File: config.mk
export PLATFORM = sky130hd
export DESIGN_NAME = adc_output_config_regs
export DESIGN_NICKNAME = d
export VERILOG_FILES = /design/src/logic/adc_cfg_pkg.sv /design/src/logic/sync_2ff.sv /design/src/logic/adc_output_config_regs.sv
export SDC_FILE = /design/constraint.sdc
export NUM_CORES = 1
export LEC_CHECK = 0
export ABC_AREA = 1
export BUFFER_PORTS_ARGS = -buffer_cell sky130_fd_sc_hd__buf_4
export CORE_MARGIN = 2
export CORE_UTILIZATION = 34
export CTS_CLUSTER_DIAMETER = 40
export DETAILED_ROUTE_END_ITERATION = 10
export PLACE_DENSITY = 0.58
export SYNTH_ARGS = -nofsm -noshare
export SYNTH_HDL_FRONTEND = slang
export SYNTH_SLANG_ARGS = --single-unit
File: constraint.sdc
create_clock -name clk_sys -period 9.8 [get_ports clk_sys]
set_input_delay 0 -clock clk_sys [delete_from_list [all_inputs] [get_ports clk_sys]]
set_output_delay 0 -clock clk_sys [all_outputs]
set_load 0.02 [all_outputs]
File: src/logic/adc_cfg_pkg.sv
// Purpose: Shared constants and types of the converter configuration bank
// Assumes: 14-bit register addresses, 8-bit register data
// Notes: Reserved bits are stored as zero and read back as zero
package adc_cfg_pkg;

   localparam int ADDR_W = 14;
   localparam int DATA_W = 8;
   localparam int FRAME_BITS = 24;
   localparam int HEADER_BITS = 16;
   localparam int SAMPLE_W = 14;
   localparam int CHANNELS = 2;

   // Frame layout, MSB first
   localparam int FRAME_RW_POS = 15;
   localparam int FRAME_READOUT_POS = 14;
   localparam logic [4:0] LAST_HEADER_BIT = 5'h0f;
   localparam logic [4:0] LAST_FRAME_BIT = 5'h17;

   // Register addresses
   localparam logic [ADDR_W-1:0] DITHER_DISABLE_CTRL = 14'h0001;
   localparam logic [ADDR_W-1:0] LANE_ORDER_CTRL = 14'h0003;
   localparam logic [ADDR_W-1:0] LANE_SWAP_CTRL = 14'h0004;
   localparam logic [ADDR_W-1:0] LANE_COUNT_CTRL = 14'h0005;
   localparam logic [ADDR_W-1:0] PATTERN_AND_RESET_CTRL = 14'h0006;
   localparam logic [ADDR_W-1:0] OVERRANGE_MAP_CTRL = 14'h0007;
   localparam logic [ADDR_W-1:0] HIGH_IF_FIRST = 14'h041d;
   localparam logic [ADDR_W-1:0] CHOPPER_FIRST = 14'h0422;
   localparam logic [ADDR_W-1:0] EXT_DITHER_FIRST = 14'h0434;
   localparam logic [ADDR_W-1:0] PERF_FIRST = 14'h0439;
   localparam logic [ADDR_W-1:0] HIGH_IF_SECOND = 14'h051d;
   localparam logic [ADDR_W-1:0] CHOPPER_SECOND = 14'h0522;
   localparam logic [ADDR_W-1:0] EXT_DITHER_SECOND = 14'h0534;
   localparam logic [ADDR_W-1:0] PERF_SECOND = 14'h0539;
   localparam logic [ADDR_W-1:0] HIGH_IF_SHARED = 14'h0608;

   // Field positions
   localparam int DITHER_FIRST_LO = 4;
   localparam int DITHER_SECOND_LO = 2;
   localparam int LANE_BIT_POS = 0;
   localparam int PATTERN_EN_POS = 1;
   localparam int SW_RESET_POS = 0;
   localparam int OVR_BIT_POS = 0;
   localparam int HIGH_IF_BIT_POS = 1;
   localparam int CHOP_BIT_POS = 1;
   localparam int EXT_DITHER_HI = 5;
   localparam int EXT_DITHER_LO = 3;
   localparam int PERF_BIT_POS = 3;
   localparam int HIGH_IF_SHARED_LO = 6;
   localparam logic [1:0] FIELD_ALL_ONES = 2'h3;

   typedef struct packed {
      logic [1:0] ditherOffFirstChannel;
      logic [1:0] ditherOffSecondChannel;
      logic laneOrder;
      logic laneSwap;
      logic laneCountSelect;
      logic patternEn;
      logic overrangeOnBit0;
      logic highIfSelLow;
      logic highIfSelMid;
      logic [1:0] highIfShared;
      logic chopperOffFirstChannel;
      logic chopperOffSecondChannel;
      logic [1:0] extDitherFirst;
      logic [1:0] extDitherSecond;
      logic perfBitFirstChannel;
      logic perfBitSecondChannel;
   } cfg_type;

   localparam cfg_type CFG_RESET = '0;

   typedef struct packed {
      logic ditherOff;
      logic chopperOff;
      logic highIfOn;
      logic perfOn;
   } mode_type;

   typedef enum logic [1:0] {
      PH_IDLE = 2'b00,
      PH_HEADER = 2'b01,
      PH_DATA = 2'b10
   } phase_type;

endpackage

File: src/logic/sync_2ff.sv
// Purpose: Two-stage synchroniser for pin inputs
// Assumes: Inputs are asynchronous to clk
// Notes: Stage one is read only by stage two
`timescale 1ns/1ps
module sync_2ff #(
   parameter int WIDTH = 1
) (
   // Clock and reset
   input wire logic clk,
   input wire logic rst,
   // Data
   input wire logic [WIDTH-1:0] din,
   output logic [WIDTH-1:0] dout
);

   logic [WIDTH-1:0] stage1;

   always_ff @(posedge clk or posedge rst) begin
      if (rst) begin
         stage1 <= '0;
         dout <= '0;
      end else begin
         stage1 <= din;
         dout <= stage1;
      end
   end

endmodule

File: src/logic/adc_output_config_regs.sv
// Purpose: Configuration bank and output formatting of a dual converter
// Assumes: Serial clock well below a quarter of clk_sys
// Notes: Frame is R/W, readout, 14 address bits, 8 data bits, MSB first
`timescale 1ns/1ps
//
// Contract
// - Dither off needs low and extended fields
// - Per-channel chopper disable at bit 1
// - High-IF needs both channel bits plus shared
// - First channel dither field bits 5-4
// - Second channel dither field bits 3-2
// - Lane order: split halves or even/odd
// - Lane swap only in two-lane mode
// - Lane count: zero two lanes, one single
// - Pattern enable replaces samples with pattern
// - Software reset restores defaults, self-clears
// - Software reset bit is write-only one-shot
// - Overrange mapping puts overrange on bit 0; code skips it while pattern enable is set
// - Software reset works without the reset pin
module adc_output_config_regs #(
   parameter int SAMPLE_W = adc_cfg_pkg::SAMPLE_W
) (
   // Clock and reset
   input wire logic clk_sys,
   input wire logic rst,
   // Serial programming pins
   input wire logic senN,
   input wire logic sclk,
   input wire logic sdio,
   output logic sdout,
   output logic sdoutOe,
   // Sample path, same clock
   input wire logic [SAMPLE_W-1:0] sample [adc_cfg_pkg::CHANNELS],
   input wire logic overrange [adc_cfg_pkg::CHANNELS],
   input wire logic [SAMPLE_W-1:0] pattern [adc_cfg_pkg::CHANNELS],
   output logic [SAMPLE_W-1:0] laneWord0 [adc_cfg_pkg::CHANNELS],
   output logic [SAMPLE_W/2-1:0] laneWord1 [adc_cfg_pkg::CHANNELS],
   // Configuration view
   output adc_cfg_pkg::cfg_type cfg,
   output adc_cfg_pkg::mode_type mode [adc_cfg_pkg::CHANNELS],
   output logic swResetPulse
);

   localparam int HALF = SAMPLE_W / 2;

   if (SAMPLE_W < 2 || SAMPLE_W % 2 != 0) begin : g_check
      $error("SAMPLE_W must be even and at least 2");
   end

   logic selS, sclkS, sdioS, sclkPrev;
   logic sclkRise, sclkFall, frameActive;

   sync_2ff #(.WIDTH(3)) u_sync (
      .clk(clk_sys),
      .rst(rst),
      // Select synced active high, so reset reads as no frame
      .din({~senN, sclk, sdio}),
      .dout({selS, sclkS, sdioS})
   );

   assign frameActive = selS;
   assign sclkRise = frameActive & sclkS & ~sclkPrev;
   assign sclkFall = frameActive & ~sclkS & sclkPrev;

   // Serial frame state
   adc_cfg_pkg::phase_type phase, next_phase;
   logic [4:0] bitCnt, next_bitCnt;
   logic [adc_cfg_pkg::FRAME_BITS-2:0] shiftIn, next_shiftIn;
   logic [7:0] shiftOut, next_shiftOut;
   logic isRead, next_isRead;
   logic next_sdout, next_sdoutOe;
   logic [adc_cfg_pkg::FRAME_BITS-1:0] frame;
   logic [adc_cfg_pkg::HEADER_BITS-1:0] header;

   // Register state
   adc_cfg_pkg::cfg_type next_cfg;
   logic next_swResetPulse;

   function automatic logic [7:0] readReg(
      input logic [adc_cfg_pkg::ADDR_W-1:0] addr,
      input adc_cfg_pkg::cfg_type c
   );
      logic [7:0] r;
      r = 8'h00;
      case (addr)
         adc_cfg_pkg::DITHER_DISABLE_CTRL: begin
            r[adc_cfg_pkg::DITHER_FIRST_LO +: 2] = c.ditherOffFirstChannel;
            r[adc_cfg_pkg::DITHER_SECOND_LO +: 2] = c.ditherOffSecondChannel;
         end
         adc_cfg_pkg::LANE_ORDER_CTRL:
            r[adc_cfg_pkg::LANE_BIT_POS] = c.laneOrder;
         adc_cfg_pkg::LANE_SWAP_CTRL:
            r[adc_cfg_pkg::LANE_BIT_POS] = c.laneSwap;
         adc_cfg_pkg::LANE_COUNT_CTRL:
            r[adc_cfg_pkg::LANE_BIT_POS] = c.laneCountSelect;
         // Reset bit always reads zero
         adc_cfg_pkg::PATTERN_AND_RESET_CTRL:
            r[adc_cfg_pkg::PATTERN_EN_POS] = c.patternEn;
         adc_cfg_pkg::OVERRANGE_MAP_CTRL:
            r[adc_cfg_pkg::OVR_BIT_POS] = c.overrangeOnBit0;
         adc_cfg_pkg::HIGH_IF_FIRST:
            r[adc_cfg_pkg::HIGH_IF_BIT_POS] = c.highIfSelLow;
         adc_cfg_pkg::HIGH_IF_SECOND:
            r[adc_cfg_pkg::HIGH_IF_BIT_POS] = c.highIfSelMid;
         adc_cfg_pkg::HIGH_IF_SHARED:
            r[adc_cfg_pkg::HIGH_IF_SHARED_LO +: 2] = c.highIfShared;
         adc_cfg_pkg::CHOPPER_FIRST:
            r[adc_cfg_pkg::CHOP_BIT_POS] = c.chopperOffFirstChannel;
         adc_cfg_pkg::CHOPPER_SECOND:
            r[adc_cfg_pkg::CHOP_BIT_POS] = c.chopperOffSecondChannel;
         adc_cfg_pkg::EXT_DITHER_FIRST: begin
            r[adc_cfg_pkg::EXT_DITHER_HI] = c.extDitherFirst[1];
            r[adc_cfg_pkg::EXT_DITHER_LO] = c.extDitherFirst[0];
         end
         adc_cfg_pkg::EXT_DITHER_SECOND: begin
            r[adc_cfg_pkg::EXT_DITHER_HI] = c.extDitherSecond[1];
            r[adc_cfg_pkg::EXT_DITHER_LO] = c.extDitherSecond[0];
         end
         adc_cfg_pkg::PERF_FIRST:
            r[adc_cfg_pkg::PERF_BIT_POS] = c.perfBitFirstChannel;
         adc_cfg_pkg::PERF_SECOND:
            r[adc_cfg_pkg::PERF_BIT_POS] = c.perfBitSecondChannel;
         default:
            r = 8'h00;
      endcase
      return r;
   endfunction

   assign frame = {shiftIn, sdioS};
   assign header = {shiftIn[adc_cfg_pkg::HEADER_BITS-2:0], sdioS};

   // Frame sequencing and register writes
   always_comb begin
      logic [adc_cfg_pkg::ADDR_W-1:0] wAddr;
      logic [7:0] d;
      wAddr = frame[adc_cfg_pkg::DATA_W +: adc_cfg_pkg::ADDR_W];
      d = frame[7:0];
      next_phase = phase;
      next_bitCnt = bitCnt;
      next_shiftIn = shiftIn;
      next_shiftOut = shiftOut;
      next_isRead = isRead;
      next_sdout = sdout;
      next_sdoutOe = sdoutOe;
      next_cfg = cfg;
      next_swResetPulse = 1'b0;
      if (!frameActive) begin
         next_phase = adc_cfg_pkg::PH_IDLE;
         next_bitCnt = 5'h00;
         next_isRead = 1'b0;
         next_sdoutOe = 1'b0;
         next_sdout = 1'b0;
      end else begin
         if (phase == adc_cfg_pkg::PH_IDLE) begin
            next_phase = adc_cfg_pkg::PH_HEADER;
         end
         if (sclkRise) begin
            next_shiftIn = frame[adc_cfg_pkg::FRAME_BITS-2:0];
            next_bitCnt = bitCnt + 5'h01;
            case (phase)
               adc_cfg_pkg::PH_IDLE,
               adc_cfg_pkg::PH_HEADER: begin
                  if (bitCnt == adc_cfg_pkg::LAST_HEADER_BIT) begin
                     next_phase = adc_cfg_pkg::PH_DATA;
                     next_isRead = header[adc_cfg_pkg::FRAME_RW_POS];
                     next_shiftOut = readReg(
                        header[adc_cfg_pkg::ADDR_W-1:0], cfg);
                  end
               end
               adc_cfg_pkg::PH_DATA: begin
                  if (bitCnt == adc_cfg_pkg::LAST_FRAME_BIT) begin
                     next_phase = adc_cfg_pkg::PH_IDLE;
                     next_bitCnt = 5'h00;
                     next_isRead = 1'b0;
                     if (!isRead) begin
                        case (wAddr)
                           adc_cfg_pkg::DITHER_DISABLE_CTRL: begin
                              next_cfg.ditherOffFirstChannel =
                                 d[adc_cfg_pkg::DITHER_FIRST_LO +: 2];
                              next_cfg.ditherOffSecondChannel =
                                 d[adc_cfg_pkg::DITHER_SECOND_LO +: 2];
                           end
                           adc_cfg_pkg::LANE_ORDER_CTRL:
                              next_cfg.laneOrder =
                                 d[adc_cfg_pkg::LANE_BIT_POS];
                           adc_cfg_pkg::LANE_SWAP_CTRL:
                              next_cfg.laneSwap =
                                 d[adc_cfg_pkg::LANE_BIT_POS];
                           adc_cfg_pkg::LANE_COUNT_CTRL:
                              next_cfg.laneCountSelect =
                                 d[adc_cfg_pkg::LANE_BIT_POS];
                           adc_cfg_pkg::PATTERN_AND_RESET_CTRL: begin
                              next_cfg.patternEn =
                                 d[adc_cfg_pkg::PATTERN_EN_POS];
                              if (d[adc_cfg_pkg::SW_RESET_POS]) begin
                                 next_cfg = adc_cfg_pkg::CFG_RESET;
                                 next_swResetPulse = 1'b1;
                              end
                           end
                           adc_cfg_pkg::OVERRANGE_MAP_CTRL:
                              next_cfg.overrangeOnBit0 =
                                 d[adc_cfg_pkg::OVR_BIT_POS];
                           adc_cfg_pkg::HIGH_IF_FIRST:
                              next_cfg.highIfSelLow =
                                 d[adc_cfg_pkg::HIGH_IF_BIT_POS];
                           adc_cfg_pkg::HIGH_IF_SECOND:
                              next_cfg.highIfSelMid =
                                 d[adc_cfg_pkg::HIGH_IF_BIT_POS];
                           adc_cfg_pkg::HIGH_IF_SHARED:
                              next_cfg.highIfShared =
                                 d[adc_cfg_pkg::HIGH_IF_SHARED_LO +: 2];
                           adc_cfg_pkg::CHOPPER_FIRST:
                              next_cfg.chopperOffFirstChannel =
                                 d[adc_cfg_pkg::CHOP_BIT_POS];
                           adc_cfg_pkg::CHOPPER_SECOND:
                              next_cfg.chopperOffSecondChannel =
                                 d[adc_cfg_pkg::CHOP_BIT_POS];
                           adc_cfg_pkg::EXT_DITHER_FIRST:
                              next_cfg.extDitherFirst =
                                 {d[adc_cfg_pkg::EXT_DITHER_HI],
                                  d[adc_cfg_pkg::EXT_DITHER_LO]};
                           adc_cfg_pkg::EXT_DITHER_SECOND:
                              next_cfg.extDitherSecond =
                                 {d[adc_cfg_pkg::EXT_DITHER_HI],
                                  d[adc_cfg_pkg::EXT_DITHER_LO]};
                           adc_cfg_pkg::PERF_FIRST:
                              next_cfg.perfBitFirstChannel =
                                 d[adc_cfg_pkg::PERF_BIT_POS];
                           adc_cfg_pkg::PERF_SECOND:
                              next_cfg.perfBitSecondChannel =
                                 d[adc_cfg_pkg::PERF_BIT_POS];
                           default: begin
                           end
                        endcase
                     end
                  end
               end
               default:
                  next_phase = adc_cfg_pkg::PH_IDLE;
            endcase
         end
         // Readback byte leaves on falling serial clock edges
         if (sclkFall && phase == adc_cfg_pkg::PH_DATA && isRead) begin
            next_sdout = shiftOut[7];
            next_sdoutOe = 1'b1;
            next_shiftOut = {shiftOut[6:0], 1'b0};
         end
      end
   end

   always_ff @(posedge clk_sys or posedge rst) begin
      if (rst) begin
         sclkPrev <= 1'b0;
         phase <= adc_cfg_pkg::PH_IDLE;
         bitCnt <= 5'h00;
         shiftIn <= '0;
         shiftOut <= 8'h00;
         isRead <= 1'b0;
         sdout <= 1'b0;
         sdoutOe <= 1'b0;
         cfg <= adc_cfg_pkg::CFG_RESET;
         swResetPulse <= 1'b0;
      end else begin
         sclkPrev <= sclkS;
         phase <= next_phase;
         bitCnt <= next_bitCnt;
         shiftIn <= next_shiftIn;
         shiftOut <= next_shiftOut;
         isRead <= next_isRead;
         sdout <= next_sdout;
         sdoutOe <= next_sdoutOe;
         cfg <= next_cfg;
         swResetPulse <= next_swResetPulse;
      end
   end

   // Per-channel mode decode and output formatting
   adc_cfg_pkg::mode_type next_mode [adc_cfg_pkg::CHANNELS];
   logic [SAMPLE_W-1:0] next_laneWord0 [adc_cfg_pkg::CHANNELS];
   logic [HALF-1:0] next_laneWord1 [adc_cfg_pkg::CHANNELS];

   always_comb begin
      logic [SAMPLE_W-1:0] w;
      logic [HALF-1:0] l0, l1;
      logic [1:0] low, ext;
      logic highIfAll;
      w = '0;
      l0 = '0;
      l1 = '0;
      low = 2'h0;
      ext = 2'h0;
      highIfAll = cfg.highIfSelLow & cfg.highIfSelMid &
         (cfg.highIfShared == adc_cfg_pkg::FIELD_ALL_ONES);
      for (int ch = 0; ch < adc_cfg_pkg::CHANNELS; ch++) begin
         low = (ch == 0) ? cfg.ditherOffFirstChannel
                         : cfg.ditherOffSecondChannel;
         ext = (ch == 0) ? cfg.extDitherFirst : cfg.extDitherSecond;
         next_mode[ch].ditherOff =
            (low == adc_cfg_pkg::FIELD_ALL_ONES) &&
            (ext == adc_cfg_pkg::FIELD_ALL_ONES);
         next_mode[ch].chopperOff = (ch == 0) ?
            cfg.chopperOffFirstChannel : cfg.chopperOffSecondChannel;
         next_mode[ch].highIfOn = highIfAll;
         next_mode[ch].perfOn = (ch == 0) ?
            cfg.perfBitFirstChannel : cfg.perfBitSecondChannel;
         w = cfg.patternEn ? pattern[ch] : sample[ch];
         if (cfg.overrangeOnBit0 && !cfg.patternEn) begin
            w[0] = overrange[ch];
         end
         for (int i = 0; i < HALF; i++) begin
            if (cfg.laneOrder) begin
               l0[i] = w[2*i];
               l1[i] = w[2*i+1];
            end else begin
               l0[i] = w[i];
               l1[i] = w[HALF+i];
            end
         end
         if (cfg.laneCountSelect) begin
            next_laneWord0[ch] = w;
            next_laneWord1[ch] = '0;
         end else if (cfg.laneSwap) begin
            next_laneWord0[ch] = {{(SAMPLE_W-HALF){1'b0}}, l1};
            next_laneWord1[ch] = l0;
         end else begin
            next_laneWord0[ch] = {{(SAMPLE_W-HALF){1'b0}}, l0};
            next_laneWord1[ch] = l1;
         end
      end
   end

   always_ff @(posedge clk_sys or posedge rst) begin
      if (rst) begin
         for (int ch = 0; ch < adc_cfg_pkg::CHANNELS; ch++) begin
            mode[ch] <= '0;
            laneWord0[ch] <= '0;
            laneWord1[ch] <= '0;
         end
      end else begin
         for (int ch = 0; ch < adc_cfg_pkg::CHANNELS; ch++) begin
            mode[ch] <= next_mode[ch];
            laneWord0[ch] <= next_laneWord0[ch];
            laneWord1[ch] <= next_laneWord1[ch];
         end
      end
   end

endmodule

==> results of run 1 <==
placed cells by master (no fill, tap or decap), types with 3 or more instances in the layout:
cell	n
nand2_1	265
buf_4	140
dfrtp_1	117
nor2_1	84
o21ai_0	76
inv_1	70
nand3_1	53
dlygate4sd3_1	39
o22ai_1	17
clkbuf_16	17
mux2i_1	8
o211ai_1	7
nand4_1	7
a21oi_1	6
clkinv_2	5
nand2_2	4
nor3_1	4
or2_2	4
clkbuf_8	4
o21bai_1	3
clkinvlp_4	3
metrics by stage:
stage / setup slack [ps] / std cells / area (um^2) / power, mW
2_1_floorplan: 6700 / 781 / 5950 / 0.596
3_3_place_gp: 7680 / 1112 / 7110 / 0.651
3_5_place_dp: 7660 / 1112 / 7110 / 0.651
4_1_cts: 7370 / 1182 / 8060 / 1.25
5_1_grt: 7160 / 1182 / 8060 / 1.30
6_report: 7330 / 1182 / 8060 / 1.24
cells in the mapped netlist, types with 2 or more instances:
master,instances,area share
buf_4,8,0.010
or2_2,4,0.0042
o22ai_1,17,0.018
buf_2,8,0.0067
a31oi_1,2,0.0021
nor2_8,2,0.0067
nor2_1,84,0.053
o221ai_1,2,0.0029
o21ai_0,76,0.064
dfrtp_1,117,0.49
o21bai_1,3,0.0038
nor3_1,4,0.0034
nand3b_1,2,0.0025
buf_6,2,0.0038
o211ai_1,7,0.0088
ha_1,2,0.0042
inv_1,71,0.045
clkbuf_1,15,0.0095
nand4_1,7,0.0074
nand2_2,4,0.0042
nor2_4,2,0.0038
mux2i_1,8,0.013
nand2_1,265,0.17
a21oi_1,6,0.0050
nand3_1,53,0.045
worst register-to-register path, delay by kind of cell (launching register included):
| kind | cells | cell delay (ps) |
|---|---|---|
| simple gates | 3 | 320 |
| compound gates | 3 | 420 |
| flops | 1 | 370 |
| buf+inv | 4 | 1260 |
where the power goes:
| group | internal [mW] | leakage, nW | switching, mW |
|---|---|---|---|
| combinational | 0.0555 | 2.32 | 0.0826 |
| sequential | 0.500 | 1.55 | 0.0179 |
| clock | 0.371 | 0.274 | 0.213 |
| total | 0.926 | 4.14 | 0.313 |
cell type report:
class	instances	share of cell area
flip-flops and latches	117	0.363
multi-input cells	556	0.318
repair buffers	179	0.179
clock buffers	22	0.0601
inverters	74	0.0351
well taps	225	0.0349
clock inverters	9	0.00963
how the worst max path moves through the flow:
stage | depth (start not counted) | slack (ps) | startpoint | to
final | 10 | 7330 | cfg[13] | laneWord0[2]
after global routing | 9 | 7160 | cfg[13] | laneWord0[4]
after CTS | 9 | 7370 | cfg[13] | laneWord0[18]
after detailed placement | 10 | 7660 | u_sync.dout[2] | cfg[18]
after global placement | 8 | 7680 | u_sync.dout[2] | shiftOut[3]
after floorplan | 1 | 6700 | rst | bitCnt[0]
kinds of logic (layout without fill, tap and decap cells):
kind of cell / after synthesis / after routing / synth area share
xor gates and xnor gates: 2 / 2 / 0.00294
adders and majority gates: 2 / 2 / 0.00420
buffers and inverters: 108 / 284 / 0.0778
DFF: 117 / 117 / 0.492
muxes: 8 / 8 / 0.0135
AOI/OAI and AO/OA: 113 / 113 / 0.104
and+or+nand+nor: 431 / 431 / 0.305
registers in the layout, summed over array words and instances (netlist names):
register	flops
isRead	1
laneWord1	14
bitCnt	5
u_sync.dout	3
shiftOut	8
phase	2
mode	7
sdout	1
shiftIn	21
sclkPrev	1
laneWord0	28
sdoutOe	1
cfg	21
u_sync.stage1	3
swResetPulse	1
layer usage:
layer / vias to the layer above / global-route usage / part of all wire
met5: - / 0 / 0
met4: 0 / 0.0741 / 0.019
met3: 24 / 0.0477 / 0.067
met2: 193 / 0.323 / 0.48
met1: 2561 / 0.240 / 0.44
li1: 2828 / - / -
what timing repair did:
| action | in CTS | in global routing |
|---|---|---|
| setup endpoints to repair | 0 | 0 |
| gates resized for setup | 0 | 0 |
| hold buffers | 39 | 0 |
| endpoints found under the hold margin | 92 | 0 |
==> reports/qor.csv, run 1 <==
metric,value,unit
p_leak,4.14,nW
skew,6.27,ps
worstPathRequired,10130,ps
grt_pass1_wl,27300,um
ff2ff_path_depth,10,
p_per_area,154,nW/um^2
holdPathEnd,laneWord0[3],
grt.total_usage,0.193,
cts-htree-levels,4,
detail_route.first_pass.iterations,5,
cts_tree,done,
min_period,2470,ps
tns,0,ps
grt_overflow,0,
die_area,18600,um^2
drt_iter0_drc,423,
drv_cap,0,
critical-path-slowest-cell,dlygate4sd3_1,
r2r-end,laneWord0[2],
critical-path-top-delay-family,buffers and inverters,
path_clk_slew,50,ps
status,"complete, no violations",
fin_util,0.467,
fp.dieH,136,um
critPathArrivalTime,2800,ps
endpoint_kind,flop,
drcViolationCount,0,
hp-class,input pin to flop,
hold_path_startpoint,pattern[3],
cp.buffers_inverters,4,
hold_viol,0,
drv_slew,0,
crit_chain,"inv_1, nand2_1, nand2_1, dlygate4sd3_1, inv_1, nand2_1, o21ai_0, o22ai_1, inv_1, o21ai_0",
finalSetupViolations,0,
cts_root_buf,clkbuf_16,
layout-drive-gt1-share,0.197,
maxSlewHeadroom,0.431,
fin_crit_sh,0.252,
regArea,2930,um^2
clock_path_buffers,2,
slowest_delay,600,ps
ys_seq_area_frac,0.492,
num_vias,5606,
cts_buffers,17,
holdPathStages,5,
wl_per_cell,14.8,um
path_max_fanout,21,
peakVddDrop,122,uV
synth.net_count,846,
tightest_slew,853,ps
syn_area_per_cell,7.62,um^2
cts_sinks,117,
synth_cell_types,35,
die_w,136,um
fillCellCount,1718,
worstSetupPathType,flop to flop,
synthArstFlopShare,1.00,
synth_warnings,0,
max_freq,405,MHz
finalWirelength,17500,um
first_global_vias,5411,
syn2layout_area_growth,35.4,%
crit_path_start_kind,flop,
vias_per_cell,4.74,
pin_count,137,
cts_setup_buffers,0,
dp_hpwl,12500,um
fp-row-count,48,
start_util,0.345,
holdWs,20.0,ps
ys.flop_type,dfrtp_1,
multi_input_area,2560,um^2
synth_edf_count,0,
rrSetupSlack,7330,ps
ant_nets,0,
port_buffers,136,
diodes,0,
netlist_instances,781,
synthesis.area,5950,um^2
place.gp.congestion,0.839,
rsz0062_at_grt,false,
antenna_found_initial,0,
finish.net_count,1010,
grt_max_degree,68,
worstSkewPairLatency,420,ps
fp.coreArea,17200,um^2
ys_ff_latch,117,
reg2reg_from,cfg[13],
No activity file was read; power rests on OpenSTA's default activity.
==> run 2: changes to the inputs <==
- PLACE_DENSITY: 0.58 -> 0.6
- clock period: 9.8 -> 2.2 ns (I/O delays scaled with it)
==> reports/qor.csv, run 2 (synthesis results as in run 1) <==
metric,value,unit,change
status,"complete, no violations",,
drv_cap,0,,unchanged
grt_overflow,0,,unchanged
die_w,136,um,unchanged
cts_tree,done,,
tns,0,ps,unchanged
fp.coreArea,17200,um^2,unchanged
cts_sinks,117,,unchanged
vias_per_cell,4.82,,+1.6%
maxSlewHeadroom,0.502,,+0.0710
first_global_vias,5534,,+2.3%
skew,8.57,ps,+2.30 ps
diodes,0,,unchanged
finalWirelength,17700,um,+1.4%
drv_slew,0,,unchanged
die_area,18600,um^2,unchanged
wl_per_cell,14.8,um,+0.29%
top_register,laneWord0,,
detail_route.first_pass.iterations,5,,unchanged
cts_buffers,17,,unchanged
rsz0062_at_grt,false,,
place.gp.congestion,0.930,,+11%
worstSetupPathType,flop to flop,,
finalSetupViolations,0,,unchanged
endpoint_kind,flop,,
drcViolationCount,0,,unchanged
clock_path_buffers,2,,unchanged
min_period,2070,ps,-399 ps
hp-class,input pin to flop,,
fp.dieH,136,um,unchanged
start_util,0.345,,unchanged
pin_count,137,,unchanged
worstPathRequired,2530,ps,-7600 ps
tightest_slew,746,ps,-107 ps
grt_pass1_wl,27400,um,+0.43%
worstSkewPairLatency,420,ps,about the same
port_buffers,136,,unchanged
max_freq,483,MHz,+19%
ant_nets,0,,unchanged
fin_crit_sh,0.940,,+0.688
path_max_fanout,25,,+19%
dp_hpwl,13000,um,+3.8%
peakVddDrop,514,uV,+320%
finish.net_count,1022,,+1.2%
critPathArrivalTime,2400,ps,-400 ps
hold_viol,0,,unchanged
num_vias,5756,,+2.7%
placed_cells,1123,,+0.99%
cts-htree-levels,4,,unchanged
largest_reg_flops,28,,unchanged
layout_commonest_cell,nand2_1,,
syn2layout_area_growth,38.9,%,
p_per_area,721,nW/um^2,+370%
top_regs,"laneWord0 x28, cfg x21, shiftIn x21",,
antenna_found_initial,0,,unchanged
grt_max_degree,50,,-26%
path_clk_slew,60,ps,about the same
p_leak,4.24,nW,+2.4%
final_cell_mix,"nand2_1, buf_4, dfrtp_1",,
layoutNonFillerInstCount,1195,,+1.1%
grt.total_usage,0.194,,+0.000615
drt_iter0_drc,429,,+1.4%
layout-drive-gt1-share,0.211,,+0.0138
crit_path_start_kind,flop,,
cts_root_buf,clkbuf_16,,
fp-row-count,48,,unchanged
## run 2: final timing paths
check                                       from              to  slack [ps]  cells after the start
worst max register to register           cfg[13]   laneWord0[18]         130                      9
max in group asynchronous                    rst         cfg[11]        1290                      4
worst max-delay path                     cfg[13]   laneWord0[18]         130                      9
worst min-delay path                 pattern[22]   laneWord0[22]          10                      3
min in group asynchronous                    rst   laneWord1[10]         240                      3
worst min register to register  u_sync.stage1[1]  u_sync.dout[1]         350                      0
## run 2: area by class of cell
class | instances | area, um^2
Fill cell | 1696 | 8970
Multi-Input combinational cell | 556 | 2560
Clock buffer | 19 | 443
Sequential cell | 117 | 2930
Tap cell | 225 | 282
Timing Repair Buffer | 191 | 1560
Clock inverter | 13 | 205
Inverter | 74 | 288
## run 2: repair_timing
item | in CTS | in global routing
hold buffers | 38 | 0
hold endpoints to repair | 52 | 0
setup buffers | 0 | 2
gates resized for setup | 0 | 3
setup endpoints to repair | 0 | 6
## run 2: power breakdown
part / leakage (nW) / internal [mW] / switching (mW) / total, mW
Clock: 0.309 / 2.03 / 0.997 / 3.03
Sequential: 1.55 / 2.23 / 0.0800 / 2.31
Combinational: 2.38 / 0.255 / 0.375 / 0.630
## run 2: metal layers
layer | wire length [um] | global-route usage | vias up
met5 | 0 | 0 | -
met4 | 412 | 0.0741 | 0
met3 | 1260 | 0.0500 | 31
met2 | 8510 | 0.329 | 202
met1 | 7530 | 0.236 | 2663
li1 | - | - | 2860
## run 2: critical path: stages (launching register included)
cell           delay, ps
dfrtp_1              400
buf_6                250
nand2_1               80
nand2_1              110
dlygate4sd3_1        560
inv_1                 50
nand2_1               50
o21ai_0              110
or2_2                290
o211ai_1              80
## run 2: stage by stage
| stage | hold WS [ps] | total power [mW] | instance area (um^2) | setup slack [ps] | util |
|---|---|---|---|---|---|
| 4_1_cts | 3.79 | 6.03 | 8240 | 54.8 | 0.478 |
| 5_1_grt | 26.5 | 6.21 | 8270 | 27.2 | 0.480 |
| 2_1_floorplan | 31.4 | 2.66 | 5960 | 577 | - |
| 3_3_place_gp | 111 | 2.91 | 7210 | 339 | 0.419 |
| 6_report | 12.5 | 5.96 | 8270 | 132 | 0.480 |
| 3_5_place_dp | 111 | 2.92 | 7210 | 265 | 0.419 |
==> run 3: changes to the inputs <==
- HOLD_SLACK_MARGIN: unset -> 0.08
- SKIP_CTS_REPAIR_TIMING: unset -> 1
==> reports/qor.csv, run 3 (synthesis results as in run 1) <==
metric,value,unit,change
maxSlewHeadroom,0.503,,+0.00109
tightest_slew,744,ps,-1.63 ps
hp-class,input pin to flop,,
max_freq,492,MHz,+1.7%
skew,8.56,ps,-0.0108 ps
grt_pass1_wl,26500,um,-3.3%
cp.buffers_inverters,3,,unchanged
peakVddDrop,515,uV,about the same
finalInstanceArea,8350,um^2,+0.94%
path_max_fanout,25,,unchanged
endpoint_kind,flop,,
cts_buffers,17,,unchanged
cts-htree-levels,4,,unchanged
fp.dieH,136,um,unchanged
num_vias,5790,,+0.59%
critPathMostFrequentCell,buf_4,,
fillCellCount,1694,,-0.12%
hold_viol,0,,unchanged
critPathArrivalTime,2330,ps,-70 ps
ant_nets,0,,unchanged
syn2layout_area_growth,40.2,%,
status,"complete, no violations",,
clock_path_buffers,2,,unchanged
die_w,136,um,unchanged
top_register,laneWord0,,
place.gp.congestion,0.930,,unchanged
final_cell_mix,"nand2_1, buf_4, dfrtp_1",,
drv_cap,0,,unchanged
start_util,0.345,,unchanged
cts_root_buf,clkbuf_16,,
detail_route.first_pass.iterations,5,,unchanged
worstSkewPairLatency,420,ps,about the same
layout-drive-gt1-share,0.207,,-0.00480
finalSetupViolations,0,,unchanged
drt_iter0_drc,448,,+4.4%
critical-path-slowest-cell,dlygate4sd3_1,,
finalWirelength,17900,um,+1.1%
largest_reg_flops,28,,unchanged
diodes,0,,unchanged
top_regs,"laneWord0 x28, cfg x21, shiftIn x21",,
cts_tree,done,,
fp-row-count,48,,unchanged
path_clk_slew,60,ps,about the same
die_area,18600,um^2,unchanged
crit_path_start_kind,flop,,
layout_commonest_cell,nand2_1,,
drcViolationCount,0,,unchanged
worstSetupPathType,flop to flop,,
first_global_vias,5281,,-4.6%
tns,0,ps,unchanged
grt_max_degree,50,,unchanged
p_per_area,717,nW/um^2,-0.61%
crit_chain,"buf_4, buf_4, mux2i_1, dlygate4sd3_1, o21ai_0, o21bai_1",,
cts_sinks,117,,unchanged
pin_count,137,,unchanged
drv_slew,0,,unchanged
fp.coreArea,17200,um^2,unchanged
worstPathRequired,2490,ps,-40 ps
fin_crit_sh,0.924,,-0.0157
vias_per_cell,4.81,,about the same
wl_per_cell,14.9,um,+0.39%
slowest_delay,600,ps,+40 ps
placed_area,7210,um^2,unchanged
min_period,2030,ps,-34.5 ps
dp_hpwl,13000,um,unchanged
grt.total_usage,0.188,,-0.00572
antenna_found_initial,0,,unchanged
grt_overflow,0,,unchanged
p_leak,4.27,nW,+0.78%
port_buffers,136,,unchanged
finish.net_count,1030,,+0.78%
critical-path-top-delay-family,buffers and inverters,,
rsz0062_at_grt,false,,
[run 3: final timing paths]
path | end | cells after the start | slack, ps | startpoint
min in group asynchronous | laneWord1[10] | 3 | 250 | rst
worst max register to register | laneWord0[6] | 6 | 170 | cfg[13]
worst max-delay path | laneWord0[6] | 6 | 170 | cfg[13]
worst min register to register | u_sync.dout[1] | 0 | 350 | u_sync.stage1[1]
max in group asynchronous | cfg[6] | 4 | 1280 | rst
worst min-delay path | laneWord0[20] | 4 | 30 | pattern[27]
[run 3: routing by layer]
| layer | global-route usage | up-vias | routed length [um] |
|---|---|---|---|
| met5 | 0 | - | 0 |
| met4 | 0.0642 | 0 | 320 |
| met3 | 0.0470 | 27 | 1250 |
| met2 | 0.322 | 210 | 8610 |
| met1 | 0.231 | 2681 | 7720 |
| li1 | - | 2872 | - |
[run 3: layout make-up]
cell class | count | area (um^2) | area share
clock buffers | 19 | 443 | 0.0531
clock inverters | 13 | 205 | 0.0246
inverters | 74 | 284 | 0.0340
multi-input cells | 556 | 2560 | 0.307
flip-flops and latches | 117 | 2930 | 0.351
well taps | 225 | 282 | 0.0337
repair buffers | 199 | 1640 | 0.196
[run 3: tightest hold or removal path: stages]
cell and delay [ps]:
buf_4 80, mux2i_1 70, o21ai_0 150, o21bai_1 110
[run 3: report_power, final]
part / leakage, nW / internal [mW] / switching [mW] / total, mW
Sequential: 1.55 / 2.23 / 0.0797 / 2.31
Combinational: 2.42 / 0.266 / 0.380 / 0.646
Clock: 0.309 / 2.03 / 1.00 / 3.03
Total: 4.27 / 4.52 / 1.46 / 5.98
[run 3: per-stage QoR]
step | utilization | setup slack (ps) | power (mW) | hold WS (ps) | std cells
3_5_place_dp | 0.419 | 265 | 2.92 | 111 | 1123
4_1_cts | 0.456 | 241 | 5.98 | -327 | 1155
5_1_grt | 0.484 | 61.2 | 6.23 | 88.0 | 1203
6_report | 0.484 | 166 | 5.98 | 28.0 | 1203
2_1_floorplan | - | 577 | 2.66 | 31.4 | 781
3_3_place_gp | 0.419 | 339 | 2.91 | 111 | 1123
